===== config.mk =====
export PLATFORM = sky130hd
export DESIGN_NAME = cav_control
export DESIGN_NICKNAME = d
export VERILOG_FILES = /design/src/design/cav_pkg.sv /design/src/design/cav_control.sv
export SDC_FILE = /design/constraint.sdc
export NUM_CORES = 1
export LEC_CHECK = 0
export BUFFER_PORTS_ARGS = -buffer_cell sky130_fd_sc_hd__buf_4
export CELL_PAD_IN_SITES_DETAIL_PLACEMENT = 0
export CELL_PAD_IN_SITES_GLOBAL_PLACEMENT = 1
export CORE_ASPECT_RATIO = 0.7
export CORE_MARGIN = 4
export CORE_UTILIZATION = 41
export DETAILED_ROUTE_END_ITERATION = 8
export PLACE_DENSITY = 0.85
export SLEW_MARGIN = 30
export SYNTH_ARGS = -nofsm -noshare
export SYNTH_HDL_FRONTEND = slang
export SYNTH_SLANG_ARGS = --single-unit

===== constraint.sdc =====
create_clock -name clk_sys -period 9.79 [get_ports clk_sys]
set_clock_uncertainty 0.1 [all_clocks]
set_input_delay 2.937 -clock clk_sys [delete_from_list [all_inputs] [get_ports clk_sys]]
set_output_delay 2.937 -clock clk_sys [all_outputs]
set_load 0.01 [all_outputs]

===== src/design/cav_pkg.sv =====
// Purpose: constants of the comparator and amplifier control block
// Assumes: 8-bit register port, 10 MHz system clock
// Notes: register offsets are byte addresses on the plain port
// Operation
// - cmp1 negative input routes cmp0 positive pin
// - cmp5 negative select picks one of four
// - DAC code register, output code/256, reset zero
// - cmp3 irq source: debounced or valley
// - blanking delay code sets delay in clocks
// - valid trigger with enable gives blanking-done strobe
// - non-inverted: irq when sampled output is 0
// - inverted: irq when sampled output is 1
// - offset trim: 6 bits cmp0, 5 others
// - amplifier enable bit 7, reset disabled
// - read-only amplifier status in cal mode
// - gain field selects ratio 20/30/40/60
// - amplifier mode bit: normal or calibration
// - amplifier cal reference: inverting or non-inverting
// - amplifier 6-bit trim resets to 100000
// - raw comparator output readable per comparator
// - debounced output, inverted when invert set
package cav_pkg;
  // ----------------------------------------
  // register offsets
  // ----------------------------------------
  localparam logic [7:0] ADDR_INSEL0 = 8'h00;
  localparam logic [7:0] ADDR_INSEL5 = 8'h01;
  localparam logic [7:0] ADDR_DAC_BASE = 8'h02;
  localparam logic [7:0] ADDR_BLANK = 8'h07;
  localparam logic [7:0] ADDR_AMP_CTL = 8'h08;
  localparam logic [7:0] ADDR_AMP_CAL = 8'h09;
  localparam logic [7:0] ADDR_AMP_SW = 8'h0A;
  localparam logic [7:0] ADDR_CAL_BASE = 8'h0B;
  localparam logic [7:0] ADDR_CTL_BASE = 8'h11;
  // ----------------------------------------
  // field positions
  // ----------------------------------------
  localparam int BLK_EN_BIT = 7;
  localparam int BLK_SRC_BIT = 6;
  localparam int AMP_EN_BIT = 7;
  localparam int AMP_STAT_BIT = 4;
  localparam int AMP_CALM_BIT = 7;
  localparam int AMP_CREF_BIT = 6;
  localparam int CAL_RAW_BIT = 7;
  localparam int CAL_MODE_BIT = 6;
  localparam int CAL_REF_BIT = 5;
  localparam int CTL_EN_BIT = 7;
  localparam int CTL_DEB_BIT = 4;
  localparam int CTL_INV_BIT = 3;
  // ----------------------------------------
  // reset values and timing
  // ----------------------------------------
  localparam logic [5:0] AMP_TRIM_RST = 6'h20;
  localparam logic [5:0] CMP0_TRIM_RST = 6'h20;
  localparam logic [4:0] CMPN_TRIM_RST = 5'h10;
  localparam logic [7:0] DAC_RST = 8'h00;
  localparam logic [6:0] BLANK_STEP = 7'h02;
  localparam logic [6:0] BLANK_SAT_DELAY = 7'h5F;
  localparam logic [5:0] BLANK_MAX_CODE = 6'h2F;
endpackage : cav_pkg


===== src/design/cav_control.sv =====
// Purpose: register file, valley detector and calibration fields
// Assumes: comparator and amplifier analog results arrive synchronous
// Notes: all state lives in one packed struct
`timescale 1ns/10ps
module cav_control
(
  input wire logic clk_sys,
  input wire logic rst,
  input wire logic [7:0] addr,
  input wire logic [7:0] wrData,
  input wire logic wrStb,
  input wire logic rdStb,
  output logic [7:0] rdData,
  input wire logic [5:0] cmpRawIn,
  input wire logic [5:0] cmpDebIn,
  input wire logic ampOutIn,
  input wire logic irqTriggerIn,
  output logic cmp1NegSelect,
  output logic [1:0] cmp5NegSelect,
  output logic [39:0] cmpDacLevel,
  output logic [5:0] cmpPowerEnable,
  output logic [11:0] cmpHysteresisSelect,
  output logic [5:0] cmpOutputInvert,
  output logic [5:0] cmpCalibrationMode,
  output logic [4:0] cmpCalReferenceSelect,
  output logic [1:0] cmp0CalReferenceSelect,
  output logic [5:0] cmp0OffsetTrim,
  output logic [24:0] cmpOffsetTrim,
  output logic [5:0] cmpDebouncedOutput,
  output logic ampEnable,
  output logic [1:0] ampGainRatio,
  output logic ampCalibrationMode,
  output logic ampCalReferenceSelect,
  output logic [5:0] ampOffsetTrim,
  output logic [4:0] ampSwitchControl,
  output logic cmp3IrqSourceSelect,
  output logic blankingDoneStrobe,
  output logic cmp3ValleyResult,
  output logic cmp3Interrupt
);

  // ----------------------------------------
  // state
  // ----------------------------------------
  typedef struct packed {
    logic cmp1Neg;
    logic [1:0] cmp5Neg;
    logic [4:0][7:0] dac;
    logic [7:0] blank;
    logic ampEn;
    logic [1:0] ampGain;
    logic ampStat;
    logic ampCalMode;
    logic ampCalRef;
    logic [5:0] ampTrim;
    logic [4:0] ampSw;
    logic [5:0] en;
    logic [5:0][1:0] hys;
    logic [5:0] inv;
    logic [5:0] calMode;
    logic [4:0] calRef;
    logic [1:0] cmp0Ref;
    logic [5:0] trim0;
    logic [4:0][4:0] trimN;
    logic [5:0] raw;
    logic [5:0] deb;
    logic busy;
    logic [6:0] cnt;
    logic done;
    logic valley;
    logic irq;
    logic [7:0] rdata;
  } cav_state_t;

  cav_state_t st_r;
  cav_state_t st_nxt;

  // load value for the blanking counter; strobe shows load+2 cycles
  // after the trigger cycle, i.e. a delay of load+1 clocks
  function automatic logic [6:0] blankLoad(input logic [5:0] code);
    logic [6:0] dly;
    dly = 7'h01;
    if (code > cav_pkg::BLANK_MAX_CODE)
    begin
      dly = cav_pkg::BLANK_SAT_DELAY;
    end
    else if (code != 6'h00)
    begin
      dly = 7'(cav_pkg::BLANK_STEP * 7'(code));
    end
    return 7'(dly - 7'h01);
  endfunction : blankLoad

  // ----------------------------------------
  // next state
  // ----------------------------------------
  always_comb
  begin
    st_nxt = st_r;
    st_nxt.rdata = 8'h00;
    st_nxt.done = 1'b0;
    st_nxt.valley = 1'b0;
    st_nxt.irq = 1'b0;
    // live status taken every cycle
    st_nxt.raw = cmpRawIn;
    st_nxt.deb = cmpDebIn ^ st_r.inv;
    // status only means something in calibration mode
    st_nxt.ampStat = st_r.ampCalMode & ampOutIn;

    // register writes; bit 4 of amp control is read only
    if (wrStb)
    begin
      unique case (addr)
        cav_pkg::ADDR_INSEL0:
        begin
          // reserved code 1 is never taken, so the pin stays routed
          st_nxt.cmp1Neg = 1'b0;
        end
        cav_pkg::ADDR_INSEL5:
        begin
          st_nxt.cmp5Neg = wrData[1:0];
        end
        cav_pkg::ADDR_BLANK:
        begin
          st_nxt.blank = wrData;
        end
        cav_pkg::ADDR_AMP_CTL:
        begin
          st_nxt.ampEn = wrData[cav_pkg::AMP_EN_BIT];
          st_nxt.ampGain = wrData[1:0];
        end
        cav_pkg::ADDR_AMP_CAL:
        begin
          st_nxt.ampCalMode = wrData[cav_pkg::AMP_CALM_BIT];
          st_nxt.ampCalRef = wrData[cav_pkg::AMP_CREF_BIT];
          st_nxt.ampTrim = wrData[5:0];
        end
        cav_pkg::ADDR_AMP_SW:
        begin
          st_nxt.ampSw = wrData[4:0];
        end
        default:
        begin
          st_nxt.blank = st_r.blank;
        end
      endcase
      // per-comparator registers share one layout each, except cmp0 in the cal and control registers
      for (int i = 0; i < 5; i++)
      begin
        if (addr == 8'(cav_pkg::ADDR_DAC_BASE + 8'(i)))
        begin
          st_nxt.dac[i] = wrData;
        end
      end
      for (int i = 0; i < 6; i++)
      begin
        if (addr == 8'(cav_pkg::ADDR_CAL_BASE + 8'(i)))
        begin
          st_nxt.calMode[i] = wrData[cav_pkg::CAL_MODE_BIT];
          if (i == 0)
          begin
            st_nxt.trim0 = wrData[5:0];
          end
          else
          begin
            st_nxt.calRef[i-1] = wrData[cav_pkg::CAL_REF_BIT];
            st_nxt.trimN[i-1] = wrData[4:0];
          end
        end
        if (addr == 8'(cav_pkg::ADDR_CTL_BASE + 8'(i)))
        begin
          st_nxt.en[i] = wrData[cav_pkg::CTL_EN_BIT];
          st_nxt.hys[i] = wrData[6:5];
          st_nxt.inv[i] = wrData[cav_pkg::CTL_INV_BIT];
          if (i == 0)
          begin
            st_nxt.cmp0Ref = wrData[1:0];
          end
        end
      end
    end

    // register reads; unmapped and reserved bits read zero
    if (rdStb)
    begin
      unique case (addr)
        cav_pkg::ADDR_INSEL0:
        begin
          st_nxt.rdata = {7'h00, st_r.cmp1Neg};
        end
        cav_pkg::ADDR_INSEL5:
        begin
          st_nxt.rdata = {6'h00, st_r.cmp5Neg};
        end
        cav_pkg::ADDR_BLANK:
        begin
          st_nxt.rdata = st_r.blank;
        end
        cav_pkg::ADDR_AMP_CTL:
        begin
          st_nxt.rdata = {st_r.ampEn, 2'h0, st_r.ampStat, 2'h0, st_r.ampGain};
        end
        cav_pkg::ADDR_AMP_CAL:
        begin
          st_nxt.rdata = {st_r.ampCalMode, st_r.ampCalRef, st_r.ampTrim};
        end
        cav_pkg::ADDR_AMP_SW:
        begin
          st_nxt.rdata = {3'h0, st_r.ampSw};
        end
        default:
        begin
          st_nxt.rdata = 8'h00;
        end
      endcase
      for (int i = 0; i < 5; i++)
      begin
        if (addr == 8'(cav_pkg::ADDR_DAC_BASE + 8'(i)))
        begin
          st_nxt.rdata = st_r.dac[i];
        end
      end
      for (int i = 0; i < 6; i++)
      begin
        if (addr == 8'(cav_pkg::ADDR_CAL_BASE + 8'(i)))
        begin
          if (i == 0)
          begin
            st_nxt.rdata = {st_r.raw[0], st_r.calMode[0], st_r.trim0};
          end
          else
          begin
            st_nxt.rdata = {st_r.raw[i], st_r.calMode[i], st_r.calRef[i-1],
                            st_r.trimN[i-1]};
          end
        end
        if (addr == 8'(cav_pkg::ADDR_CTL_BASE + 8'(i)))
        begin
          st_nxt.rdata = {st_r.en[i], st_r.hys[i], st_r.deb[i], st_r.inv[i],
                          1'b0, (i == 0) ? st_r.cmp0Ref : 2'h0};
        end
      end
    end

    // blanking counter; a trigger while busy is ignored so one
    // strobe answers one trigger
    if (st_r.busy)
    begin
      if (st_r.cnt == 7'h00)
      begin
        st_nxt.busy = 1'b0;
        st_nxt.done = 1'b1;
        // sample once; match against the inversion setting
        st_nxt.valley = (st_r.deb[3] == st_r.inv[3]);
      end
      else
      begin
        st_nxt.cnt = 7'(st_r.cnt - 7'h01);
      end
    end
    else if (irqTriggerIn && st_r.blank[cav_pkg::BLK_EN_BIT])
    begin
      st_nxt.busy = 1'b1;
      st_nxt.cnt = blankLoad(st_r.blank[5:0]);
    end

    // interrupt source: valley pulse or rising debounced output
    if (st_r.blank[cav_pkg::BLK_SRC_BIT])
    begin
      st_nxt.irq = st_nxt.valley;
    end
    else
    begin
      st_nxt.irq = st_nxt.deb[3] & ~st_r.deb[3];
    end
  end

  // ----------------------------------------
  // state register
  // ----------------------------------------
  always_ff @(posedge clk_sys or posedge rst)
  begin
    if (rst)
    begin
      st_r <= '0;
      st_r.dac <= {5{cav_pkg::DAC_RST}};
      st_r.ampTrim <= cav_pkg::AMP_TRIM_RST;
      st_r.trim0 <= cav_pkg::CMP0_TRIM_RST;
      st_r.trimN <= {5{cav_pkg::CMPN_TRIM_RST}};
    end
    else
    begin
      st_r <= st_nxt;
    end
  end

  // outputs straight from the state flops
  assign rdData = st_r.rdata;
  assign cmp1NegSelect = st_r.cmp1Neg;
  assign cmp5NegSelect = st_r.cmp5Neg;
  assign cmpDacLevel = st_r.dac;
  assign cmpPowerEnable = st_r.en;
  assign cmpHysteresisSelect = st_r.hys;
  assign cmpOutputInvert = st_r.inv;
  assign cmpCalibrationMode = st_r.calMode;
  assign cmpCalReferenceSelect = st_r.calRef;
  assign cmp0CalReferenceSelect = st_r.cmp0Ref;
  assign cmp0OffsetTrim = st_r.trim0;
  assign cmpOffsetTrim = st_r.trimN;
  assign cmpDebouncedOutput = st_r.deb;
  assign ampEnable = st_r.ampEn;
  assign ampGainRatio = st_r.ampGain;
  assign ampCalibrationMode = st_r.ampCalMode;
  assign ampCalReferenceSelect = st_r.ampCalRef;
  assign ampOffsetTrim = st_r.ampTrim;
  assign ampSwitchControl = st_r.ampSw;
  assign cmp3IrqSourceSelect = st_r.blank[cav_pkg::BLK_SRC_BIT];
  assign blankingDoneStrobe = st_r.done;
  assign cmp3ValleyResult = st_r.valley;
  assign cmp3Interrupt = st_r.irq;

  // ----------------------------------------
  // checks
  // ----------------------------------------
  // accepted trigger, used by the delay checks
  logic trigTaken;
  assign trigTaken = irqTriggerIn & st_r.blank[cav_pkg::BLK_EN_BIT] & ~st_r.busy;

  bypass_delay_a : assert property (@(posedge clk_sys) disable iff (rst)
    (trigTaken && st_r.blank[5:0] == 6'h00) |-> ##1 !blankingDoneStrobe ##1 blankingDoneStrobe)
    else $error("bypass blanking delay wrong");

  step_delay_a : assert property (@(posedge clk_sys) disable iff (rst)
    (trigTaken && st_r.blank[5:0] == 6'h05) |-> ##1 !blankingDoneStrobe [*8] ##3 blankingDoneStrobe)
    else $error("coded blanking delay wrong");

  sat_delay_a : assert property (@(posedge clk_sys) disable iff (rst)
    (trigTaken && st_r.blank[5:4] == 2'h3) |-> ##96 blankingDoneStrobe)
    else $error("saturated blanking delay wrong");

  valley_low_a : assert property (@(posedge clk_sys) disable iff (rst)
    (st_r.busy && st_r.cnt == 7'h00 && !st_r.inv[3])
      |=> (cmp3ValleyResult == !$past(st_r.deb[3])))
    else $error("valley result wrong when not inverted");

  valley_high_a : assert property (@(posedge clk_sys) disable iff (rst)
    (st_r.busy && st_r.cnt == 7'h00 && st_r.inv[3])
      |=> (cmp3ValleyResult == $past(st_r.deb[3])))
    else $error("valley result wrong when inverted");

  valley_once_a : assert property (@(posedge clk_sys) disable iff (rst)
    cmp3ValleyResult |-> blankingDoneStrobe ##1 !cmp3ValleyResult)
    else $error("valley pulse not single or unstrobed");

  irq_source_a : assert property (@(posedge clk_sys) disable iff (rst)
    ($past(!rst) && $past(st_r.blank[cav_pkg::BLK_SRC_BIT]))
      |-> (cmp3Interrupt == cmp3ValleyResult))
    else $error("valley source not routed to interrupt");

  dac_write_a : assert property (@(posedge clk_sys) disable iff (rst)
    (wrStb && addr == cav_pkg::ADDR_DAC_BASE) |=> (cmpDacLevel[7:0] == $past(wrData)))
    else $error("dac code not stored");

  amp_status_a : assert property (@(posedge clk_sys) disable iff (rst)
    (rdStb && addr == cav_pkg::ADDR_AMP_CTL && !ampCalibrationMode && !$past(ampCalibrationMode))
      |=> !rdData[cav_pkg::AMP_STAT_BIT])
    else $error("amp status visible outside calibration");

  deb_invert_a : assert property (@(posedge clk_sys) disable iff (rst)
    $past(!rst) |-> (cmpDebouncedOutput == $past(cmpDebIn ^ st_r.inv)))
    else $error("debounced output inversion wrong");

  raw_read_a : assert property (@(posedge clk_sys) disable iff (rst)
    ($past(!rst) && rdStb && addr == cav_pkg::ADDR_CAL_BASE)
      |=> (rdData[cav_pkg::CAL_RAW_BIT] == $past(cmpRawIn[0], 2)))
    else $error("raw output read wrong");

  cmp1_route_a : assert property (@(posedge clk_sys) disable iff (rst)
    !cmp1NegSelect)
    else $error("cmp1 reserved select taken");

endmodule : cav_control


======== Word-level counts from Yosys, hierarchy flattened ========
Index checks and enable logic that the tools add are counted.
word-level totals
  latch bits .............................. 0
  memories kept ........................... 0
  output and inout bits ................... 145
  memory bits (read-only) ................. 0
  bits in writable memories ............... 0
  input port bits ......................... 34
  bits in registers ....................... 166
operators by class
  shift-type cells ........................ 0
  order comparisons ....................... 1
  bitwise logic cells ..................... 4
  reduce and logical (&&, ||, !) cells .... 27
  multiplexer cells ....................... 30
  $add $sub $neg .......................... 2
  eq/ne operators ......................... 24
  divide/modulo/power cells ............... 0
  multipliers ............................. 0
operators with widths
  cell                   count
  $mux W8                20
  $eq A8 B4 Y1 const B   8
  $eq A8 B5 Y1 const B   7
  $reduce_and A2 Y1      23
  $pmux W8 S5            1
  $mux W7                5
  $eq A8 B3 Y1 const B   4
  $eq A8 B2 Y1 const B   2
  $sub A7 B1 Y7 const B  2
  $eq A8 B1 Y1 const B   1
  $logic_not A7 Y1       1
  $gt A6 B6 Y1 const B   1
  $reduce_bool A6 Y1     1
  $xor A6 B6 Y6          1
  $mux W2                2
  $and A1 B1 Y1          2
  $mux W1                2
  $ne A2 B2 Y1 const B   1
  $reduce_bool A2 Y1     1
  $eq A1 B1 Y1           1
  $logic_and A1 B1 Y1    1
  $not A1 Y1             1

======== Depth between registers and ports, before layout ========
Gate-level depths: netlist (run 1).
  word-level depth ........................ 20
  depth in mapped cells ................... 10
  depth with buffers taken out ............ 9

======== Worst setup path after synthesis (run 1) ========
No wires, ideal clock.
  kind .................................... input to register
  start point ............................. in addr[0]
  end point ............................... reg st_r (netlist bit cmpDacLevel[24])
  data required time ...................... 9.565 ns
  stages .................................. 7
  library setup time ...................... 0.125 ns
  arrival ................................. 4.441 ns
  path buffers ............................ 3
  path slack .............................. 5.124 ns
  cell sequence ........................... clkbuf_2 -> buf_2 -> nor2b_1 -> buf_2 -> nand2_1 -> nor2_2 -> mux2_2
on the way
  longest elaborated chain between the ends .. 2
RTL lines
  element                             RTL line            text
  start, declared                     cav_control.sv:9    input wire logic [7:0] addr,
  $eq A8 B3 Y1                        cav_control.sv:150  if (addr == 8'(cav_pkg::ADDR_DAC_BASE + 8'(i)))
  $reduce_and A2 Y1 (no source line)  --
  end signal, assigned                cav_control.sv:293  st_r <= st_nxt;
  end, declared                       cav_control.sv:75   cav_state_t st_r;
Every way passes these cells.
A chain may end at the register's enable or synchronous reset.

==> run metrics, run 1 <==
clock period minus worst slack=a little over 5 ns; post-cts sizing count=0; vias in the first global route=just over 7k; number of sinks driven by the clock tree=between 150 and 200; GR met1 Demand/Resource=between 30% and 40%; final hold slack=roughly 0.42 ns; Clock Tree Root=sky130_fd_sc_hd__clkbuf_16; worst slack after detailed placement=between 4 and 5 ns; GRT met2 Usage=about a third; global-route wire length before repair=about 47000 microns; number of inserted diodes=0; clock transition at the registers of the reported paths=roughly 0.07 ns; share of layout cells above drive strength 1=a little over two fifths; reported leakage power=5.10 nW; DR DRC count=0; Die W=roughly 190 microns; met3 track demand over resource in global routing=between 6 and 7%; slew margin rel.=between 40% and 50%; final setup violating endpoints=0; buffers inserted by post-CTS timing repair=0; Cell Area, Placed=about 0.010 sq mm; path type of the worst setup path=input pin to flip-flop; crit path cell chain=buf_4 -> nor2b_1 -> nand3_1 -> o221a_2 -> a2111oi_0 -> o22ai_1; critical-path maximum fanout=~60; number of different library cells in the post-synthesis netlist=83; Final period util=between 50 and 60%; kind of end point of the critical path=flip-flop; total number of H-tree levels=4; area of the die=0.0260 sq mm; cell total after placement=between 1k and 1.5k; number of DRC violations after detailed-routing iteration 0=868; leading cell types by total area after synthesis=sky130_fd_sc_hd__dfrtp_1, sky130_fd_sc_hd__mux2_2, sky130_fd_sc_hd__buf_4; list of most frequent post-synthesis cells=sky130_fd_sc_hd__dfrtp_1, sky130_fd_sc_hd__buf_4, sky130_fd_sc_hd__mux2_2; hold violation total from the final report=0; total clock buffers created by CTS=17; stage delay of the slowest cell on the critical path=between 0.5 and 0.6 ns; synth-to-layout area growth=11.9%; routability-driven placement congestion ratio=approximately 0.93; count leader, synth=sky130_fd_sc_hd__dfrtp_1; area share of the leading cell type in the synthesized netlist=around two fifths; Die Y=about 140 microns; standard-cell row count=46; TritonCTS clock tree=built; power density normalized to cell area=166 mW/mm^2; PnR Total Power=roughly 1.8 mW; slew at the pin closest to its max-slew limit=between 0.8 and 0.9 ns; initial core utilization=a little over two fifths; Mapped Nets=roughly 940; element type at the critical path start=input pin; initial antenna violation count=0; Top-Level Pins=around 180; average routed wire per standard cell=between 20 and 30 microns; WP data arrival=around 5.3 ns; final net count=~950; clock network latency to the later pin of the worst-skew pair=approximately 0.44 ns; total of max-cap violations=0; total congestion overflow=0; final routed wirelength across all metal layers=31700 microns; setup repair after global routing missed its margin=no; average vias per placed instance=around 6; Async S/R FF share, synth=100%; final instance count without filler cells=1241; overall routing resource usage=approximately a quarter; class of the worst hold path=flip-flop to flip-flop; Yosys Warn Count=0; outcome=finished, final reports clean; area of the placeable core=about 0.023 sq mm; CP required=about 10 ns; gate count after technology mapping=between 900 and 1k; most crowded layer after global routing=met1; Hold-fix buffers, CTS=0; number of flops mapped to enable cells by yosys=0; detailed-route via count=approximately 7.3k; HPWL after DPL=~23000 microns; cell area after technology mapping=slightly below 0.01 sq mm; cell type contributing the most total cell area after synthesis=sky130_fd_sc_hd__dfrtp_1; post-route antenna net violation count=0; maximum clock rate=between 0.15 and 0.2 GHz; Port Buf Inserts=177; finished layout cell area=around 0.011 sq mm; sequential-to-total area share from yosys stat=roughly 43%; largest net degree at the start of global routing=91; standard cell with the maximum stage delay on the critical path=sky130_fd_sc_hd__nor2b_1; number of search-and-repair iterations in the first detailed-routing pass=5; setup_tns=0 ns; fraction of the core area covered by cells at the end of the flow=~47%; post-synthesis area per instance=roughly 11 sq um; fill count=~2.1k; clock tree buffer depth=2; synthesized flop and latch total=between 150 and 200; dominant synthesized flop cell=sky130_fd_sc_hd__dfrtp_1; worst-case vdd ir drop=0.116 mV; Setup WS post-layout=4.67 ns; Final Slew Violations=0
==> per-layer routing <==
metal / vias to the layer above / wire length (microns)
met5: - / 0
met4: 0 / 348
met3: 26 / 3260
met2: 434 / 13000
met1: 3723 / 15100
li1: 3153 / -
==> layout make-up <==
type,count,area [sq um],area share (%)
multi-input combinational,540,4170,38.7
sequential,166,4160,38.6
timing repair buffer,181,1360,12.6
clock buffer,21,450,4.18
tap,312,390,3.62
clock inverter,11,198,1.84
inverter,10,42.5,0.395
==> sequential cells by signal, indices dropped and copies added (netlist names), 8 cells and up <==
name / count
cmpOffsetTrim: 25
rdData: 8
st_r: 22
cmpDacLevel: 40
cmpHysteresisSelect: 12
==> cells in the final DEF, fill, tap and decap left out, drive strengths merged, types with 7 or more instances in the layout <==
cell / instances
nand3: 24
o21ai: 29
nor2b: 9
a21oi: 42
nand3b: 7
o31ai: 9
o22ai: 12
mux2: 133
inv: 11
nand2b: 10
a22oi: 11
mux2i: 9
nor3: 28
buf: 181
dfstp: 7
nor2: 52
xor2: 9
dfrtp: 159
a31oi: 8
nand2: 45
clkbuf: 21
==> report_power, final <==
group / internal [mW] / total, mW / switching, mW
Combinational: 0.113 / 0.251 / 0.138
Sequential: 0.733 / 0.796 / 0.0620
Clock: 0.462 / 0.746 / 0.284
Total: 1.31 / 1.79 / 0.484
==> kinds of logic (layout without fill, tap and decap cells) <==
family | count (synthesis) | after routing | synth area share [%]
other | 1 | 1 | 0.0390
adders and majority gates | 2 | 2 | 0.260
and+or+nand+nor | 214 | 214 | 13.3
xor gates and xnor gates | 11 | 11 | 1.00
AOI/OAI and AO/OA | 170 | 170 | 11.9
muxes | 142 | 142 | 16.8
DFF | 166 | 166 | 43.2
buffers and inverters | 197 | 223 | 13.5
==> critical path, delay by kind of cell <==
kind                   cells  cell delay (ns)
AO/OA/AOI/OAI              3             1.05
AND/OR/NAND/NOR            2             0.77
buffers and inverters      1             0.51
==> final timing paths <==
path / startpoint / end / slack (ns) / depth (start not counted)
setup / recovery: addr[1] / rdData[3] / 4.67 / 6
hold / removal: cmpOutputInvert[2] / cmpDebouncedOutput[2] / 0.42 / 1
setup reg to reg: st_r[11] / cmp3Interrupt / 7.28 / 8
hold reg to reg: cmpOutputInvert[2] / cmpDebouncedOutput[2] / 0.42 / 1
max in group asynchronous: rst / cmpPowerEnable[5] / 5.87 / 3
min in group asynchronous: rst / cmpCalibrationMode[2] / 2.55 / 2
Power figures use the tool's default switching activity.
==> run 2: changes to the inputs <==
clock period = 4.8 ns   (was 9.79 ns; I/O delays follow)
==> run metrics, run 2 (synthesis gave the netlist of run 1 again) <==
outcome=finished, final reports clean; post-cts sizing count=0 (unchanged); number of DRC violations after detailed-routing iteration 0=751 (-13%); total congestion overflow=0 (unchanged); average vias per placed instance=5.87 (-0.76%); max reg flops=40 (unchanged); initial antenna violation count=0 (unchanged); DR DRC count=0 (unchanged); vias in the first global route=7007 (-2.7%); Die Y=136 microns (unchanged); slew at the pin closest to its max-slew limit=0.928 ns (+0.106 ns); synth-to-layout area growth=12.1%; clock transition at the registers of the reported paths=0.07 ns (about the same); Port Buf Inserts=177 (unchanged); maximum clock rate=between 0.2 and 0.25 GHz; number of search-and-repair iterations in the first detailed-routing pass=6 (+1); class of the worst hold path=flip-flop to flip-flop; area of the placeable core=0.0228 sq mm (unchanged); Top-Level Pins=179 (unchanged); global-route wire length before repair=47100 microns (-0.64%); Die W=191 microns (unchanged); critical-path maximum fanout=59 (unchanged); overall routing resource usage=24.4% (-0.040 points); reported leakage power=5.11 nW (+0.22%); number of buffers and inverters on the critical path=1 (unchanged); Final Slew Violations=0 (unchanged); slew margin rel.=38.0% (-7.2 points); total of max-cap violations=0 (unchanged); hold violation total from the final report=0 (unchanged); routability-driven placement congestion ratio=0.964 (+3.4%); element type at the critical path start=input pin; Cell Area, Placed=0.0102 sq mm (+0.57%); CP required=4.98 ns (-5.01 ns); setup repair after global routing missed its margin=no; share of layout cells above drive strength 1=42.5% (+0.54 points); commonest non-fill, non-tap cells in the layout=sky130_fd_sc_hd__buf_4, sky130_fd_sc_hd__dfrtp_1, sky130_fd_sc_hd__mux2_2; clock network latency to the later pin of the worst-skew pair=0.43 ns (about the same); total clock buffers created by CTS=17 (unchanged); Final period util=a little over four fifths; Hold-fix buffers, CTS=0 (unchanged); buffers inserted by post-CTS timing repair=0 (unchanged); final setup violating endpoints=0 (unchanged); post-route antenna net violation count=0 (unchanged); final net count=959 (+0.74%); HPWL after DPL=23200 microns (+0.35%); path type of the worst setup path=input pin to flip-flop; stage delay of the slowest cell on the critical path=0.74 ns (+0.19 ns); area of the die=0.0260 sq mm (unchanged); average routed wire per standard cell=25.4 microns (-0.59%); total number of H-tree levels=4 (unchanged); standard cell with the maximum stage delay on the critical path=sky130_fd_sc_hd__a2111oi_1; setup_tns=0 ns (unchanged); number of sinks driven by the clock tree=166 (unchanged); Clock Tree Root=sky130_fd_sc_hd__clkbuf_16; TritonCTS clock tree=built; kind of end point of the critical path=flip-flop; number of inserted diodes=0 (unchanged); clock tree buffer depth=2 (unchanged); clock period minus worst slack=about 4.0 ns; largest net degree at the start of global routing=167 (+84%); worst-case vdd ir drop=0.237 mV (+100%); finished layout cell area=0.0108 sq mm (+0.17%); power density normalized to cell area=325 mW/mm^2 (+95%); final routed wirelength across all metal layers=31700 microns (about the same); most common cell after layout, fill and taps aside=sky130_fd_sc_hd__buf_4; initial core utilization=42.1% (unchanged); standard-cell row count=46 (unchanged); CP delay by family, top=compound AO/OA/AOI/OAI gates; crit path cell chain=buf_4 -> nor2b_1 -> nand3_1 -> o221a_2 -> a2111oi_1 -> o22ai_1; detailed-route via count=7321 (-0.20%); WP data arrival=4.22 ns (-1.09 ns)
## run 2: final timing paths
| kind | slack, ns | cells past startpoint | endpoint | start |
|---|---|---|---|---|
| min in group asynchronous | 1.03 | 3 | cmpCalReferenceSelect[0] | rst |
| setup reg to reg | 2.29 | 8 | st_r[11] | st_r[11] |
| setup / recovery | 0.76 | 6 | rdData[3] | addr[1] |
| max in group asynchronous | 2.79 | 4 | cmpOffsetTrim[19] | rst |
| hold / removal | 0.43 | 1 | cmpDebouncedOutput[2] | cmpOutputInvert[2] |
| hold reg to reg | 0.43 | 1 | cmpDebouncedOutput[2] | cmpOutputInvert[2] |
## run 2: stage by stage
stage          power (mW)  utilization [%]  cells  hold slack [ns]  worst slack [ns]
3_3_place_gp         2.14             44.5   1215            0.413             0.356
3_5_place_dp         2.16             44.5   1215            0.421             0.543
2_1_floorplan        1.99                -    903            0.378              1.15
4_1_cts              3.53             47.1   1247            0.430             0.996
6_report             3.51             47.2   1248            0.426             0.758
5_1_grt              3.64             47.2   1248            0.456             0.722
## run 2: final cells by class
| type | instances | area [sq um] |
|---|---|---|
| Fill cell | 2133 | 12100 |
| Multi-Input combinational cell | 540 | 4170 |
| Sequential cell | 166 | 4160 |
| Timing Repair Buffer | 188 | 1440 |
| Clock buffer | 21 | 460 |
| Tap cell | 312 | 390 |
| Clock inverter | 11 | 125 |
| Inverter | 10 | 41.3 |
## run 2: layer usage
layer  vias up  track usage [%]  wire, microns
met5         -                0              0
met3        41             5.62           2940
met1      3712             39.3          15500
met2       395             33.2          12900
li1       3173                -              -
met4         0             4.63            360
## run 2: power breakdown
part           switching (mW)  leakage (nW)  internal, mW  total [mW]
Clock                   0.575         0.283         0.795        1.37
Sequential              0.123          2.22          1.50        1.62
Combinational           0.281          2.61         0.237       0.518
Total                   0.979          5.11          2.53        3.51
==> run 3: changes to the inputs <==
clock period = 4.2 ns   (was 4.8 ns; I/O delays follow)
==> run metrics, run 3 (synthesis gave the netlist of run 1 again) <==
cell depth of the worst flop-to-flop path=8 (unchanged); initial core utilization=42.1% (unchanged); Die Y=136 microns (unchanged); number of search-and-repair iterations in the first detailed-routing pass=5 (-1); worst-case vdd ir drop=0.296 mV (+25%); standard cell with the maximum stage delay on the critical path=sky130_fd_sc_hd__or4_1; detailed-route via count=7380 (+0.81%); total of max-cap violations=0 (unchanged); R2R Setup Slk=1.72 ns (-0.57 ns); clock transition at the registers of the reported paths=0.08 ns (about the same); setup repair after global routing missed its margin=no; average routed wire per standard cell=25.1 microns (-1.2%); Final Slew Violations=0 (unchanged); stages on the worst setup path=7 (+1); setup_tns=0 ns (unchanged); slew margin rel.=50.5% (+12 points); number of sinks driven by the clock tree=166 (unchanged); crit path cell chain=buf_4 -> or4_1 -> nor2_4 -> a2bb2oi_1 -> o22ai_1 -> a211oi_1 -> o22ai_1; element type at the critical path start=input pin; number of DRC violations after detailed-routing iteration 0=632 (-16%); largest net degree at the start of global routing=167 (unchanged); kind of end point of the critical path=flip-flop; total number of H-tree levels=4 (unchanged); final setup violating endpoints=0 (unchanged); CP delay by family, top=simple AND/OR/NAND/NOR gates; TritonCTS clock tree=built; HPWL after DPL=23200 microns (about the same); number of buffers and inverters on the critical path=1 (unchanged); post-cts sizing count=0 (unchanged); initial antenna violation count=0 (unchanged); stage delay of the slowest cell on the critical path=0.88 ns (+0.14 ns); power density normalized to cell area=372 mW/mm^2 (+14%); final net count=970 (+1.1%); CP required=4.42 ns (-0.56 ns); number of inserted diodes=0 (unchanged); PnR Total Power=4.04 mW (+15%); synth-to-layout area growth=12.9%; Clock Tree Root=sky130_fd_sc_hd__clkbuf_16; class of the worst hold path=flip-flop to flip-flop; total congestion overflow=0 (unchanged); area of the placeable core=0.0228 sq mm (unchanged); average vias per placed instance=5.86 (about the same); overall routing resource usage=24.5% (+0.12 points); critical-path maximum fanout=11 (-81%); Final period util=about four fifths; launch point of the critical path=addr[7]; Top-Level Pins=179 (unchanged); Die W=191 microns (unchanged); maximum clock rate=0.299 GHz; end of the worst register-to-register path=st_r[11]; clock period minus worst slack=3.35 ns; reported leakage power=5.17 nW (+1.0%); hold violation total from the final report=0 (unchanged); vias in the first global route=7224 (+3.1%); total clock buffers created by CTS=17 (unchanged); clock tree buffer depth=2 (unchanged); path type of the worst setup path=input pin to flip-flop; max reg flops=40 (unchanged); outcome=finished, final reports clean; Setup WS post-layout=0.854 ns (+0.0966 ns); Critical R2R Launch=st_r[11]; cell repeated most along the worst path=sky130_fd_sc_hd__o22ai_1; Critical Path Sink=rdData[1]; worst slack after detailed placement=0.452 ns (-0.0911 ns); standard-cell row count=46 (unchanged); share of layout cells above drive strength 1=43.4% (+0.88 points); Port Buf Inserts=177 (unchanged); DR DRC count=0 (unchanged); area of the die=0.0260 sq mm (unchanged); global-route wire length before repair=47500 microns (+0.69%); buffers inserted by post-CTS timing repair=0 (unchanged); WP data arrival=3.56 ns (-0.66 ns); final routed wirelength across all metal layers=31600 microns (-0.30%); Hold-fix buffers, CTS=0 (unchanged); most common cell after layout, fill and taps aside=sky130_fd_sc_hd__buf_4; commonest non-fill, non-tap cells in the layout=sky130_fd_sc_hd__buf_4, sky130_fd_sc_hd__dfrtp_1, sky130_fd_sc_hd__mux2_2; post-route antenna net violation count=0 (unchanged); routability-driven placement congestion ratio=0.958 (-0.57%); slew at the pin closest to its max-slew limit=0.743 ns (-0.185 ns); clock network latency to the later pin of the worst-skew pair=0.46 ns (+0.03 ns)
==> run 3: layout make-up <==
| type | instances | area (sq um) |
|---|---|---|
| repair buffers | 199 | 1530 |
| inverters | 10 | 41.3 |
| multi-input cells | 540 | 4170 |
| fillers | 2094 | 12000 |
| clock buffers | 17 | 425 |
| well taps | 312 | 390 |
| flip-flops and latches | 166 | 4160 |
| clock inverters | 15 | 156 |
==> run 3: power breakdown <==
| part | total, mW | leakage [nW] | internal (mW) | switching, mW |
|---|---|---|---|---|
| Combinational | 0.602 | 2.66 | 0.278 | 0.324 |
| Clock | 1.59 | 0.283 | 0.842 | 0.750 |
| Sequential | 1.85 | 2.22 | 1.71 | 0.139 |
| Total | 4.04 | 5.17 | 2.83 | 1.21 |
==> run 3: layer usage <==
layer / track usage (%) / part of all wire (%)
met1: 37.9 / 48
met2: 33.0 / 41
met3: 7.80 / 10
met4: 5.94 / 1.4
met5: 0 / 0
==> run 3: through the flow <==
stage / hold WS, ns / utilization (%) / cells / instance area, sq um
2_1_floorplan: 0.378 / - / 903 / 9630
3_5_place_dp: 0.412 / 44.9 / 1226 / 10300
5_1_grt: 0.428 / 47.6 / 1259 / 10900
3_3_place_gp: 0.412 / 44.9 / 1226 / 10300
4_1_cts: 0.422 / 47.4 / 1258 / 10800
6_report: 0.414 / 47.6 / 1259 / 10900
==> run 3: how the worst min path moves through the flow <==
stage	from	to	slack, ns	cells after the start
2_1_floorplan	cmpOutputInvert[0]	cmpDebouncedOutput[0]	0.38	1
3_3_place_gp	cmpOutputInvert[2]	cmpDebouncedOutput[2]	0.41	1
3_5_place_dp	cmpOutputInvert[2]	cmpDebouncedOutput[2]	0.41	1
4_1_cts	cmpOutputInvert[2]	cmpDebouncedOutput[2]	0.42	1
5_1_grt	cmpOutputInvert[1]	cmpDebouncedOutput[1]	0.43	1
6_report	cmpOutputInvert[2]	cmpDebouncedOutput[2]	0.41	1
